$ cat config.mk
export PLATFORM = sky130hd
export DESIGN_NAME = gpg_port_group
export DESIGN_NICKNAME = d
export VERILOG_FILES = /design/src/inc/gpg_pkg.sv /design/src/gpg_pin_sense.sv /design/src/gpg_port_group.sv
export SDC_FILE = /design/constraint.sdc
export NUM_CORES = 1
export LEC_CHECK = 0
export ABC_AREA = 1
export BUFFER_PORTS_ARGS = -buffer_cell sky130_fd_sc_hd__buf_2
export CORE_MARGIN = 3
export CORE_UTILIZATION = 30
export DETAILED_ROUTE_END_ITERATION = 8
export GPL_ROUTABILITY_DRIVEN = 0
export PLACE_DENSITY = 0.49
export SLEW_MARGIN = 30
export SYNTH_ARGS = -nofsm -noshare
export SYNTH_HDL_FRONTEND = slang
export SYNTH_SLANG_ARGS = --single-unit
$ cat constraint.sdc
create_clock -name ref_clk -period 7.6 [get_ports ref_clk]
set_input_delay 1.52 -clock ref_clk [delete_from_list [all_inputs] [get_ports ref_clk]]
set_output_delay 1.52 -clock ref_clk [all_outputs]
set_load 0.05 [all_outputs]
$ cat src/inc/gpg_pkg.sv
// Purpose: constants and types for the general-purpose port group
// Assumes: byte-wide register port, 8 pins per group
// Notes:   offsets are byte addresses within the group
package gpg_pkg;
    localparam int unsigned PINS = 8;
    localparam int unsigned AW   = 5;
    // register offsets
    localparam logic [4:0] OFF_DIR       = 5'h00;
    localparam logic [4:0] OFF_DIR_SET   = 5'h01;
    localparam logic [4:0] OFF_DIR_CLR   = 5'h02;
    localparam logic [4:0] OFF_DIR_TGL   = 5'h03;
    localparam logic [4:0] OFF_OUT       = 5'h04;
    localparam logic [4:0] OFF_OUT_SET   = 5'h05;
    localparam logic [4:0] OFF_OUT_CLR   = 5'h06;
    localparam logic [4:0] OFF_OUT_TGL   = 5'h07;
    localparam logic [4:0] OFF_LEVEL     = 5'h08;
    localparam logic [4:0] OFF_FLAGS     = 5'h09;
    localparam logic [4:0] OFF_GRP_CTRL  = 5'h0a;
    localparam logic [4:0] OFF_PIN_CTRL  = 5'h10;
    // fast alias offsets
    localparam logic [1:0] FA_DIR   = 2'h0;
    localparam logic [1:0] FA_OUT   = 2'h1;
    localparam logic [1:0] FA_LEVEL = 2'h2;
    localparam logic [1:0] FA_FLAGS = 2'h3;
    // pin control fields
    localparam int unsigned PC_INV_BIT  = 7;
    localparam int unsigned PC_PULL_BIT = 3;
    localparam logic [7:0]  PC_MASK     = 8'h8f;
    localparam logic [7:0]  RESET_BYTE  = 8'h00;
    localparam int unsigned DEAD_CYCLES = 3;
    // sense configuration encodings
    typedef enum logic [2:0] {
        SENSE_OFF     = 3'h0,
        SENSE_BOTH    = 3'h1,
        SENSE_RISE    = 3'h2,
        SENSE_FALL    = 3'h3,
        SENSE_NOBUF   = 3'h4,
        SENSE_LOW     = 3'h5
    } gpg_sense_t;
    typedef struct packed {
        logic        inv;
        logic [2:0]  rsvd;
        logic        pull;
        logic [2:0]  sense;
    } gpg_pin_ctrl_t;
    // register port request
    typedef struct packed {
        logic          wr;
        logic          rd;
        logic [4:0]    addr;
        logic [7:0]    wdata;
    } gpg_req_t;
endpackage

$ cat src/gpg_pin_sense.sv
// Purpose: per-pin synchroniser, sense detection and dead time
// Assumes: pin level already inverted when polarity inversion is on
// Notes:   three flops; a change counts once stages two and three agree
`timescale 1ns/1ps
module gpg_pin_sense (
    // clock and reset
    input  wire logic       ref_clk,
    input  wire logic       rst,
    // pin side
    input  wire logic       pin_lvl,
    input  wire logic       buf_en,
    input  wire logic [2:0] sense,
    // results
    output logic            level,
    output logic            hit
);
    logic [2:0] sync_q;
    logic       level_q;
    logic [1:0] dead_q;
    logic       rise;
    logic       fall;
    logic       cond;

    always_ff @(posedge ref_clk or posedge rst) begin
        if (rst) begin
            sync_q <= 3'h0;
        end else if (buf_en) begin
            sync_q <= {sync_q[1:0], pin_lvl};
        end
    end

    // level follows only when stages two and three agree
    wire agree = (sync_q[2] == sync_q[1]);
    wire lvl_d = agree ? sync_q[2] : level_q;
    assign rise  = lvl_d & ~level_q;
    assign fall  = ~lvl_d & level_q;
    assign level = level_q;

    always_comb begin
        case (gpg_pkg::gpg_sense_t'(sense))
            gpg_pkg::SENSE_BOTH: cond = rise | fall;
            gpg_pkg::SENSE_RISE: cond = rise;
            gpg_pkg::SENSE_FALL: cond = fall;
            gpg_pkg::SENSE_LOW:  cond = ~lvl_d;
            default:             cond = 1'b0;
        endcase
    end

    assign hit = cond & buf_en & (dead_q == 2'h0);

    always_ff @(posedge ref_clk or posedge rst) begin
        if (rst) begin
            level_q <= 1'b0;
            dead_q  <= 2'h0;
        end else begin
            level_q <= buf_en ? lvl_d : level_q;
            if (hit) begin
                dead_q <= 2'(gpg_pkg::DEAD_CYCLES);
            end else if (dead_q != 2'h0) begin
                dead_q <= dead_q - 2'h1;
            end
        end
    end
endmodule

$ cat src/gpg_port_group.sv
// Purpose: one general-purpose port group of up to eight pins
// Assumes: byte register port with one-cycle write strobe, fast alias port
// Notes:   pins are five signals each; override comes from routing logic
`timescale 1ns/1ps
module gpg_port_group #(
    parameter int unsigned N = gpg_pkg::PINS
) (
    // clock and reset
    input  wire logic            ref_clk,
    input  wire logic            rst,
    // register port
    input  wire gpg_pkg::gpg_req_t req,
    output logic [7:0]           rdata,
    // fast alias port
    input  wire logic            fa_wr,
    input  wire logic            fa_rd,
    input  wire logic [1:0]      fa_addr,
    input  wire logic [7:0]      fa_wdata,
    output logic [7:0]           fa_rdata,
    // pins
    input  wire logic [N-1:0]    pin_i,
    output logic [N-1:0]         pin_o,
    output logic [N-1:0]         pin_oe,
    output logic [N-1:0]         pin_pull,
    output logic [N-1:0]         pin_buf_en,
    output logic                 slew_limit,
    // peripheral override
    input  wire logic [N-1:0]    ovr_en,
    input  wire logic [N-1:0]    ovr_oe,
    input  wire logic [N-1:0]    ovr_o,
    // events, interrupt and wake
    output logic [N-1:0]         pin_event,
    output logic                 irq,
    output logic                 wake
);
    if (N < 1 || N > gpg_pkg::PINS) begin : g_chk
        $error("pin count must be 1 to 8");
    end

    function automatic logic [N-1:0] apply_bits(input logic [N-1:0] cur,
                                                 input logic [1:0] op,
                                                 input logic [N-1:0] m);
        case (op)
            2'h1:    apply_bits = cur | m;
            2'h2:    apply_bits = cur & ~m;
            2'h3:    apply_bits = cur ^ m;
            default: apply_bits = m;
        endcase
    endfunction

    ////////////////////////////////////////////////////////////////////////////
    logic [N-1:0]   dir_q;
    logic [N-1:0]   out_q;
    logic [N-1:0]   flag_q;
    logic           slew_q;
    logic [7:0]     pctl_q [N];
    logic [N-1:0]   lvl;
    logic [N-1:0]   hit;
    logic [N-1:0]   inv;
    logic [N-1:0]   buf_on;
    logic [N-1:0]   irq_en;

    wire [N-1:0] wbits = req.wdata[N-1:0];
    wire [N-1:0] fbits = fa_wdata[N-1:0];
    wire reg_dir   = req.wr && (req.addr >= gpg_pkg::OFF_DIR)
                            && (req.addr <= gpg_pkg::OFF_DIR_TGL);
    wire reg_out   = req.wr && (req.addr >= gpg_pkg::OFF_OUT)
                            && (req.addr <= gpg_pkg::OFF_OUT_TGL);
    wire reg_lvl   = req.wr && (req.addr == gpg_pkg::OFF_LEVEL);
    wire reg_flag  = req.wr && (req.addr == gpg_pkg::OFF_FLAGS);
    wire reg_slew  = req.wr && (req.addr == gpg_pkg::OFF_GRP_CTRL);
    wire fa_dir    = fa_wr && (fa_addr == gpg_pkg::FA_DIR);
    wire fa_out    = fa_wr && (fa_addr == gpg_pkg::FA_OUT);
    wire fa_lvl    = fa_wr && (fa_addr == gpg_pkg::FA_LEVEL);
    wire fa_flag   = fa_wr && (fa_addr == gpg_pkg::FA_FLAGS);
    wire [1:0] op  = req.addr[1:0];

    // direction next value: regular port first, then alias
    wire [N-1:0] dir_a = reg_dir ? apply_bits(dir_q, op, wbits) : dir_q;
    wire [N-1:0] dir_d = fa_dir ? fbits : dir_a;
    // drive next value
    wire [N-1:0] out_a = reg_out ? apply_bits(out_q, op, wbits)
                       : reg_lvl ? (out_q ^ wbits) : out_q;
    wire [N-1:0] out_d = fa_out ? fbits : (fa_lvl ? (out_a ^ fbits) : out_a);
    // flags: hardware set wins over the clear
    wire [N-1:0] clr   = (reg_flag ? wbits : '0) | (fa_flag ? fbits : '0);
    wire [N-1:0] flag_d = (flag_q & ~clr) | hit;

    always_ff @(posedge ref_clk or posedge rst) begin
        if (rst) begin
            dir_q  <= '0;
            out_q  <= '0;
            flag_q <= '0;
            slew_q <= 1'b0;
        end else begin
            dir_q  <= dir_d;
            out_q  <= out_d;
            flag_q <= flag_d;
            slew_q <= reg_slew ? req.wdata[0] : slew_q;
        end
    end

    ////////////////////////////////////////////////////////////////////////////
    // per-pin control and sensing
    for (genvar i = 0; i < N; i++) begin : g_pin
        wire [4:0] pc_addr = gpg_pkg::OFF_PIN_CTRL + 5'(i);
        wire       pc_wr   = req.wr && (req.addr == pc_addr);
        gpg_pkg::gpg_pin_ctrl_t pc;

        always_ff @(posedge ref_clk or posedge rst) begin
            if (rst) begin
                pctl_q[i] <= gpg_pkg::RESET_BYTE;
            end else if (pc_wr) begin
                pctl_q[i] <= req.wdata & gpg_pkg::PC_MASK;
            end
        end

        assign pc        = pctl_q[i];
        assign inv[i]    = pc.inv;
        assign buf_on[i] = (pc.sense != 3'(gpg_pkg::SENSE_NOBUF));
        assign irq_en[i] = (pc.sense != 3'(gpg_pkg::SENSE_OFF)) && buf_on[i];

        // inverted pin level seen by sensing: flipping polarity makes an edge
        wire lvl_in = pin_i[i] ^ inv[i];

        gpg_pin_sense u_sense (
            .ref_clk (ref_clk),
            .rst     (rst),
            .pin_lvl (lvl_in),
            .buf_en  (buf_on[i]),
            .sense   (pc.sense),
            .level   (lvl[i]),
            .hit     (hit[i])
        );

        // output path, with override
        wire gp_oe = dir_q[i];
        wire gp_o  = out_q[i] ^ inv[i];
        assign pin_oe[i]     = ovr_en[i] ? ovr_oe[i] : gp_oe;
        assign pin_o[i]      = ovr_en[i] ? (ovr_o[i] ^ inv[i]) : gp_o;
        assign pin_pull[i]   = pc.pull & ~pin_oe[i];
        assign pin_buf_en[i] = buf_on[i];
        assign pin_event[i]  = buf_on[i] & lvl_in;
    end

    ////////////////////////////////////////////////////////////////////////////
    // interrupt and asynchronous wake
    assign irq        = |(flag_q & irq_en);
    assign slew_limit = slew_q;

    // wake from raw pin levels, no clock needed
    logic [N-1:0] wake_pin;
    always_comb begin
        for (int k = 0; k < N; k++) begin
            case (gpg_pkg::gpg_sense_t'(pctl_q[k][2:0]))
                gpg_pkg::SENSE_BOTH,
                gpg_pkg::SENSE_RISE,
                gpg_pkg::SENSE_FALL: wake_pin[k] = lvl[k] != (pin_i[k] ^ inv[k]);
                gpg_pkg::SENSE_LOW:  wake_pin[k] = ~(pin_i[k] ^ inv[k]);
                default:             wake_pin[k] = 1'b0;
            endcase
        end
    end
    assign wake = |wake_pin | irq;

    ////////////////////////////////////////////////////////////////////////////
    // read decode
    wire [7:0] dir_b  = 8'(dir_q);
    wire [7:0] out_b  = 8'(out_q);
    wire [7:0] lvl_b  = 8'(lvl);
    wire [7:0] flag_b = 8'(flag_q);
    wire [2:0] pc_idx = req.addr[2:0];
    wire       pc_hit = (req.addr[4:3] == gpg_pkg::OFF_PIN_CTRL[4:3])
                        && (32'(pc_idx) < N);

    always_comb begin
        rdata = 8'h00;
        if (req.rd) begin
            if (pc_hit) begin
                rdata = pctl_q[pc_idx];
            end else if (req.addr <= gpg_pkg::OFF_DIR_TGL) begin
                rdata = dir_b;
            end else if (req.addr <= gpg_pkg::OFF_OUT_TGL) begin
                rdata = out_b;
            end else begin
                case (req.addr)
                    gpg_pkg::OFF_LEVEL:    rdata = lvl_b;
                    gpg_pkg::OFF_FLAGS:    rdata = flag_b;
                    gpg_pkg::OFF_GRP_CTRL: rdata = {7'h00, slew_q};
                    default:               rdata = 8'h00;
                endcase
            end
        end
    end

    always_comb begin
        fa_rdata = 8'h00;
        if (fa_rd) begin
            case (fa_addr)
                gpg_pkg::FA_DIR:   fa_rdata = dir_b;
                gpg_pkg::FA_OUT:   fa_rdata = out_b;
                gpg_pkg::FA_LEVEL: fa_rdata = lvl_b;
                gpg_pkg::FA_FLAGS: fa_rdata = flag_b;
                default:           fa_rdata = 8'h00;
            endcase
        end
    end
endmodule

==> reports/metrics.cfg, run 1 <==
[yosys]
synth.avg_cell_area_um2=6.946
ys_async_sr_fraction_pct=100.0
library_cell_with_the_highest_instance_count_after_synthesis=nand2_1
synth-warning-count=0
yosys.area.top_type=dfrtp_1
ys.flop_type=dfrtp_1
postSynthRegisterBits=113
synth_top_cells_by_count=298 x nand2_1, 173 x inv_1, 155 x o21ai_0
synth.distinct_cells=38
synth_top_area_share_pct=35.37
synthesis.area_mm2=0.007995
post_synth_main_area_contributors=dfrtp_1 35%, nand2_1 14%, o21ai_0 9.7%, ha_1 8.5%, inv_1 8.1%
mappedNetlistNets=1266
synth.yosys.seq_area_share_pct=35.37
mapped_cells=1151
synth_edf_count=0

[clock_tree]
cts_buffer_depth=2
clock_sinks=113
post_cts_setup_buffer_count=0
cts-buffers-inserted=17
cts_tree=built
worst_skew_pair_latency_ns=0.43
cts-resized-gates=0
cts.clk_slew.worst_paths_ns=0.06
cts_max_level=4
holdBufCountCts=0
root_buffer=clkbuf_16

[critical_path]
cell_by_cell_listing_of_the_critical_path=buf_2, inv_1, nand2_1, inv_2, a22oi_1, nand3_1, nand3_1, nand2_1, nor2_1, buf_2
worstPathBufferInverterCount=4
worstPathRequired_ns=6.08
worst_setup_path_start_kind=primary input
crit_path_top_delay_cell=nand2_1
timing.setup.critical_path_class=in -> out
cp-end-kind=output pin
critPathMaxStageDelay_ns=0.61
cpLargestDelayFamily=simple AND/OR/NAND/NOR gates
critPathArrivalTime_ns=3.69
largest_driver_fanout_on_the_critical_path=19

[drt]
routed-via-count=8108
routed_wire_length_per_instance_um=18.10
detailedRoute.firstPassIterationCount=5
drc=0
drt-initial-drc-count=898
detail-route-antenna-nets=0
total_wire_length_after_detailed_routing_mm=29.24
via_per_inst=5.020

[global_route]
number_of_global_route_vias_before_repair=7683
grt_pass1_wl_mm=44.79
grt_remaining_overflow=0
maximum_number_of_pins_on_one_net_before_global_route_repair=60
grt_use_total_pct=20.44
grt_antenna_before_repair=2

[layout]
areaGrowthSynthToFinish_pct=18.65
fraction_of_final_layout_cells_with_drive_strength_greater_than_1_pct=13.62
multi_input_comb_area_mm2=0.004328
ff_latch_area_mm2=0.002828
num-nets-final=1380
layout.filler_cells=2853

[timing]
slew_headroom_pct=38.76
worst_skew_ns=0.01035
timing.final.crit_period_ns=5.205
clock.fmax_mhz=192.1
rsz0062_at_grt=false
finalMaxSlewViolations=0
final_critical_path_setup_slack_ns=2.395
tns_ns=0
worstMarginPinSlew_ns=0.9176
final-setup-viol-count=0
ratio_of_final_minimum_period_to_clock_period_pct=68.49
final_hold_viol_count=0

[floorplanning]
placement_rows=59
die-area_mm2=0.02865
core_mm2=0.02613
die_width_um=169.3
ios=120
height_of_the_die_um=169.3
floorplan.initialDensity_pct=30.59

[pwr]
power.static_leakage_nw=4.872
worst_ir_drop_vdd_uv=149.2
cellPowerDensity_mw_per_mm2=320.7

[placed_design]
hpwlAfterDp_mm=22.43
placement.setup.worst_slack_ns=2.425
port_buffers=119

[min_path]
hp-class=reg -> reg

[flow_run]
cap_viol_max_count=0

[status]
run_status=finished clean

-- flip-flops by register name, indices dropped and copies added (netlist names) --
| signal | cells |
|---|---|
| flag_b | 8 |
| slew_limit | 1 |
| g_pin.pc | 40 |
| g_pin.u_sense.sync_q | 24 |
| out_b | 8 |
| g_pin.u_sense.dead_q | 16 |
| g_pin.u_sense.level | 8 |
| dir_b | 8 |
-- final cells by class --
type | count | area share, %
diodes | 2 | 0.05276
clock buffers | 21 | 5.065
clock inverters | 11 | 1.332
inverters | 185 | 7.346
multi-input cells | 828 | 45.62
flip-flops and latches | 113 | 29.81
well taps | 335 | 4.418
repair buffers | 120 | 6.357
-- cell families after synthesis --
family	count (synthesis)	share of synthesized area, %
adder cells (fa/ha/maj)	54	8.451
buffers and inverters	210	10.56
AND/OR/NAND/NOR	515	27.00
AO/OA/AOI/OAI	242	16.76
flip-flops	113	35.37
XOR/XNOR	17	1.862
-- placed cells by master (no fill, tap or decap), types with 17 or more instances in the layout --
cell type / netlist / routed
a21oi_1: 32 / 32
inv_1: 173 / 172
o21ai_0: 155 / 155
buf_2: 8 / 119
dfrtp_1: 113 / 113
nor2_1: 110 / 110
o22ai_1: 22 / 22
nand3_1: 61 / 61
ha_1: 54 / 54
nand2_1: 298 / 298
clkbuf_16: 0 / 17
-- power breakdown --
group          internal, mW  total (mW)  switching [mW]
registers             0.802        1.01           0.206
logic                 0.360        1.20           0.839
clock network         0.519       0.836           0.317
total                  1.68        3.04            1.36
-- per-layer routing --
metal / part of all wire (%) / up-vias / global-route usage (%)
met1: 45 / 3817 / 27.66
met4: 2.9 / 0 / 6.828
met2: 46 / 261 / 33.14
met3: 5.4 / 57 / 3.704
met5: 0 / - / 0
li1: - / 3973 / -
-- stage by stage --
stage | total power, mW | hold slack [ns] | cell area [um2] | util (%) | instances
after floorplan | 1.846 | 0.4457 | 7995 | - | 1151
after global placement | 2.200 | 0.4616 | 8870 | 33.94 | 1581
after detailed placement | 2.215 | 0.4629 | 8875 | 33.96 | 1581
after CTS | 3.062 | 0.4774 | 9482 | 36.28 | 1613
after global routing | 3.279 | 0.5040 | 9487 | 36.30 | 1615
final | 3.042 | 0.4697 | 9487 | 36.30 | 1615
-- worst min-delay path, delay by kind of cell (launching register included) --
| family | cells | cell delay (ns) |
|---|---|---|
| flip-flops | 1 | 0.34 |
| AND/OR/NAND/NOR | 2 | 0.10 |
-- worst paths after layout --
check | start | end | slack [ns] | cells after the start
worst max-delay path | req[9] | rdata[1] | 2.39 | 10
worst min-delay path | g_pin[6].u_sense.dead_q[0] | g_pin[6].u_sense.dead_q[0] | 0.47 | 2
worst max register to register | g_pin[3].u_sense.level | g_pin[3].u_sense.dead_q[0] | 5.56 | 10
worst min register to register | g_pin[6].u_sense.dead_q[0] | g_pin[6].u_sense.dead_q[0] | 0.47 | 2
max in group asynchronous | rst | flag_b[0] | 5.12 | 3
min in group asynchronous | rst | g_pin[7].u_sense.sync_q[1] | 1.20 | 2
No activity file was read; power rests on OpenSTA's default activity.
==> run 2, diff against run 1 <==
- clock period: 7.6 -> 4.9 ns (I/O delays scaled with it)
==> reports/metrics.cfg, run 2 (synthesis results as in run 1) <==
[critical_path]
crit_start=req[9]
cp-end-kind=output pin
worstPathRequired_ns=3.92
worstPathBufferInverterCount=5
rrSetupSlack_ns=2.85
critPathArrivalTime_ns=2.87
cell_by_cell_listing_of_the_critical_path=buf_2, inv_1, nand2_1, nor2_2, inv_1, o221ai_1, nand3_1, inv_1, buf_2
critical-path-top-cell-by-count=inv_1
timing.reg2reg.worst_path_depth=11
timing.setup.critical_path_class=in -> out
largest_driver_fanout_on_the_critical_path=10
crit_path_top_delay_cell=nor2_2
worst_setup_path_start_kind=primary input
critPathMaxStageDelay_ns=0.41
cpLargestDelayFamily=simple AND/OR/NAND/NOR gates
critical_path.reg2reg.endpoint=g_pin[4].u_sense.dead_q[1]
r2r-start=g_pin[4].u_sense.level

[global_route]
grt_pass1_wl_mm=44.44
maximum_number_of_pins_on_one_net_before_global_route_repair=63
grt_remaining_overflow=0
grt_use_total_pct=20.31
number_of_global_route_vias_before_repair=7581
grt_antenna_before_repair=1

[clock_tree]
cts.clk_slew.worst_paths_ns=0.06
worst_skew_pair_latency_ns=0.42
clock_sinks=113
cts-buffers-inserted=17
cts_buffer_depth=2
cts_tree=built
root_buffer=clkbuf_16
cts-resized-gates=0
post_cts_setup_buffer_count=0
holdBufCountCts=0
cts_max_level=4

[layout]
layout.filler_cells=2834
layout.cells.most_common=nand2_1
largest_register_ffs=40
areaGrowthSynthToFinish_pct=19.12
finish.cell_count_without_fillers=1619
num-nets-final=1385
most-common-layout-cells=298 x nand2_1, 172 x inv_1, 155 x o21ai_0, 119 x buf_2, 113 x dfrtp_1
fraction_of_final_layout_cells_with_drive_strength_greater_than_1_pct=13.87

[min_path]
timing.hold.worst_path_depth=2
hp-class=reg -> reg
worst_hold_path.endpoint=g_pin[1].u_sense.sync_q[1]
hold_start=g_pin[1].u_sense.sync_q[0]

[drt]
detail-route-antenna-nets=0
drt-initial-drc-count=709
route.met3.wl_mm=1.844
drc=0
detailedRoute.firstPassIterationCount=5
via_per_inst=5.017
met1Wirelength_mm=13.43
routed_wire_length_per_instance_um=18.07
highest_layer=met4
total_wire_length_after_detailed_routing_mm=29.25
wl_met2_mm=12.97
routed-via-count=8122

[timing]
final_critical_path_setup_slack_ns=1.045
fin_worst_hold_slack_ns=0.4811
final_hold_viol_count=0
timing.final.crit_period_ns=3.855
rsz0062_at_grt=false
tns_ns=0
clock.fmax_mhz=259.4
ratio_of_final_minimum_period_to_clock_period_pct=78.67
worstMarginPinSlew_ns=0.8088
finalMaxSlewViolations=0
slew_headroom_pct=46.08
final-setup-viol-count=0
worst_skew_ns=0.007165

[floorplanning]
placement_rows=59
ios=120
die-area_mm2=0.02865
core_mm2=0.02613
die_width_um=169.3
height_of_the_die_um=169.3
floorplan.initialDensity_pct=30.59

[pwr]
cellPowerDensity_mw_per_mm2=499.8
worst_ir_drop_vdd_uv=194.4
finalPower_mw=4.760
power.static_leakage_nw=4.888

[placed_design]
port_buffers=119
dp_cells=1586
hpwlAfterDp_mm=22.56
placement.setup.worst_slack_ns=1.121

[flow_run]
cap_viol_max_count=0

[status]
run_status=finished clean

## run 2: area by class of cell
type / count / area [um2] / area share [%]
clock inverter: 12 / 157.7 / 1.655
timing repair buffer: 125 / 640.6 / 6.726
sequential: 113 / 2828 / 29.69
antenna: 1 / 2.502 / 0.02627
inverter: 185 / 696.9 / 7.317
clock buffer: 20 / 456.7 / 4.795
tap: 335 / 419.2 / 4.401
multi-input combinational: 828 / 4323 / 45.39
## run 2: worst min-delay path: stages, from the launching register on
cell	delay [ns]
dfrtp_1	0.34
nand2_1	0.05
o21ai_0	0.06
## run 2: worst max path at each step
stage | to | slack [ns] | cells past startpoint
6_report | rdata[6] | 1.05 | 9
3_3_place_gp | rdata[6] | 1.18 | 9
5_1_grt | rdata[6] | 1.05 | 9
4_1_cts | rdata[6] | 1.12 | 9
3_5_place_dp | rdata[6] | 1.12 | 9
2_1_floorplan | dir_b[0] | 0.93 | 1
## run 2: where the power goes
part	leakage, nW	switching [mW]	internal, mW	total [mW]
combinational	3.22	1.31	0.562	1.87
clock	0.281	0.496	0.828	1.32
sequential	1.39	0.320	1.24	1.56
## run 2: per-layer routing
layer  vias to the layer above  global-route usage [%]
li1                       3967                       -
met1                      3782                   27.83
met2                       313                   31.44
met3                        60                   4.007
met4                         0                   8.464
met5                         -                       0
## run 2: through the flow
stage          area, um2  utilization [%]
2_1_floorplan       7995                -
3_3_place_gp        8907            34.09
3_5_place_dp        8907            34.09
4_1_cts             9522            36.44
5_1_grt             9524            36.45
6_report            9524            36.45
==> run 3, diff against run 2 <==
- ABC_AREA: 1 -> 0
- clock period: 4.9 -> 3.85 ns (I/O delays scaled with it)
==> reports/metrics.cfg, run 3 <==
[status]
run_status=finished clean

[drt]
drt-initial-drc-count=454
drc=0
routed_wire_length_per_instance_um=21.20
routed-via-count=6701
detailedRoute.firstPassIterationCount=5
via_per_inst=5.247
detail-route-antenna-nets=0
total_wire_length_after_detailed_routing_mm=27.07

[min_path]
hp-class=in -> async

[yosys]
synth_top_cells_by_count=113 x dfrtp_1, 87 x inv_1, 71 x o21ai_0
mapped_cells=818
mappedNetlistNets=933
yosys.area.top_type=dfrtp_1
largest_family_of_logic_cells_by_synthesized_area=multiplexers
synth_edf_count=0
synthesis.area_mm2=0.008287
synth_top_area_share_pct=34.12
synth.distinct_cells=69
ys.flop_type=dfrtp_1
synth.area.mux_share_pct=20.32
synth-adder-area-share_pct=8.999
postSynthRegisterBits=113
ys_async_sr_fraction_pct=100.0
synth_simple_gate_area_share_pct=12.68
post_synth_main_area_contributors=dfrtp_1 34%, mux4_2 9.2%, ha_1 8.2%, mux2_2 6.8%, o21ai_0 4.3%
synthesized_area_fraction_occupied_by_ao_oa_aoi_and_oai_cells_pct=12.32
synthXorXnorAreaFrac_pct=4.590
synth.avg_cell_area_um2=10.13
synth-warning-count=0
library_cell_with_the_highest_instance_count_after_synthesis=dfrtp_1
synth.yosys.seq_area_share_pct=34.12

[clock_tree]
cts-resized-gates=0
holdBufCountCts=0
cts_tree=built
cts_max_level=4
root_buffer=clkbuf_16
cts-buffers-inserted=17
clock_sinks=113
post_cts_setup_buffer_count=0
cts_buffer_depth=2
worst_skew_pair_latency_ns=0.43
cts.clk_slew.worst_paths_ns=0.05

[floorplanning]
ios=120
placement_rows=60
core_mm2=0.02703
floorplan.initialDensity_pct=30.66
die-area_mm2=0.02965
die_width_um=172.2
height_of_the_die_um=172.2

[pwr]
finalPower_mw=6.555
worst_ir_drop_vdd_uv=238.7
power.static_leakage_nw=4.508
cellPowerDensity_mw_per_mm2=666.9

[global_route]
maximum_number_of_pins_on_one_net_before_global_route_repair=61
grt_pass1_wl_mm=40.47
grtUsageMet2_pct=30.12
grt_use_total_pct=18.61
grtUsageMet3_pct=3.978
grt_remaining_overflow=0
grtUsageMet1_pct=24.92
grt.busiest_layer=met2
grt_antenna_before_repair=0
number_of_global_route_vias_before_repair=6560

[timing]
clock.fmax_mhz=269.8
worst_skew_ns=0.007012
slew_headroom_pct=43.25
finalMaxSlewViolations=0
ratio_of_final_minimum_period_to_clock_period_pct=96.26
final-setup-viol-count=0
timing.final.crit_period_ns=3.706
tns_ns=0
worstMarginPinSlew_ns=0.8442
fin_worst_hold_slack_ns=0.4526
rsz0062_at_grt=false
final_hold_viol_count=0

[layout]
fraction_of_final_layout_cells_with_drive_strength_greater_than_1_pct=29.06
layout.cells.most_common=buf_2
postLayoutCoreUtil_pct=36.37
num-nets-final=1039
largest_register_ffs=40
most-common-layout-cells=119 x buf_2, 113 x dfrtp_1, 86 x inv_1, 71 x o21ai_0, 68 x nand2_1
areaGrowthSynthToFinish_pct=18.62
num_antenna_cells=0

[critical_path]
largest_driver_fanout_on_the_critical_path=14
critPathArrivalTime_ns=2.94
timing.setup.critical_path_class=in -> out
worst_setup_path_start_kind=primary input
worstPathRequired_ns=3.08
r2r-start=g_pin[4].u_sense.level
cp-end-kind=output pin
crit_start=req[12]

[flow_run]
cap_viol_max_count=0

[placed_design]
port_buffers=119
hpwlAfterDp_mm=20.49

run 3: changes by cell type in the layout (fill, tap and decap cells not counted), moves of 10 or more:
cell and delta:
mux4_2 +34, o21ai_0 -84, nor2_1 -76, and2_1 +13, nand2_1 -230, nand3b_1 +14, xnor2_1 +10, a211oi_1 +13
inv_1 -86, o22ai_1 -22, mux2_2 +50, mux2i_1 +31, nand3_1 -59
run 3: cell families (layout without fill, tap and decap cells):
group | Yosys count | count (layout)
AO/OA/AOI/OAI | 162 | 162
AND/OR/NAND/NOR | 193 | 193
XOR/XNOR | 34 | 34
multiplexers | 118 | 118
flip-flops | 113 | 113
adder cells (fa/ha/maj) | 61 | 61
buffers and inverters | 137 | 255
run 3: critical path, cell delays in order:
cell and delay [ns]:
buf_2 0.21, or3b_2 0.56, nor2_2 0.38, a22oi_1 0.15, a211oi_1 0.43, buf_4 0.18, buf_2 0.25
run 3: path summary, 6_finish.rpt:
path	endpoint	slack, ns	cells past startpoint
worst max register to register	flag_b[4]	1.58	7
worst min-delay path	g_pin[0].u_sense.sync_q[1]	0.45	2
min in group ref_clk	g_pin[5].u_sense.dead_q[0]	0.46	1
worst min register to register	g_pin[5].u_sense.dead_q[0]	0.46	1
worst max-delay path	rdata[3]	0.14	7
max in group asynchronous	g_pin[6].pc[1]	2.61	3
run 3: final cells by class:
type                            instances  area [um2]
Sequential cell                       113        2828
Tap cell                              341       426.7
Timing Repair Buffer                  134       720.7
Fill cell                            2741       17200
Inverter                               90       340.3
Clock buffer                           20       466.7
Clock inverter                         11       160.2
Multi-Input combinational cell        568        4887
run 3: routing by layer:
metal  vias to the layer above  wire (um)
met5                         -          0
li1                       3124          -
met1                      3339      11930
met2                       193      12860
met3                        45       1589
met4                         0        696
run 3: power breakdown:
group          switching [mW]  internal [mW]  total (mW)
clock                   0.580           1.12        1.70
combinational            1.52           1.19        2.71
sequential              0.544           1.60        2.14
total                    2.65           3.91        6.56
run 3: per-stage QoR:
stage          worst slack, ns  instance area, um2  instances
2_1_floorplan          0.09264                8287        818
3_3_place_gp            0.1005                9203       1246
3_5_place_dp           0.08234                9203       1246
4_1_cts                0.07641                9829       1277
5_1_grt                0.01648                9829       1277
6_report                0.1438                9829       1277
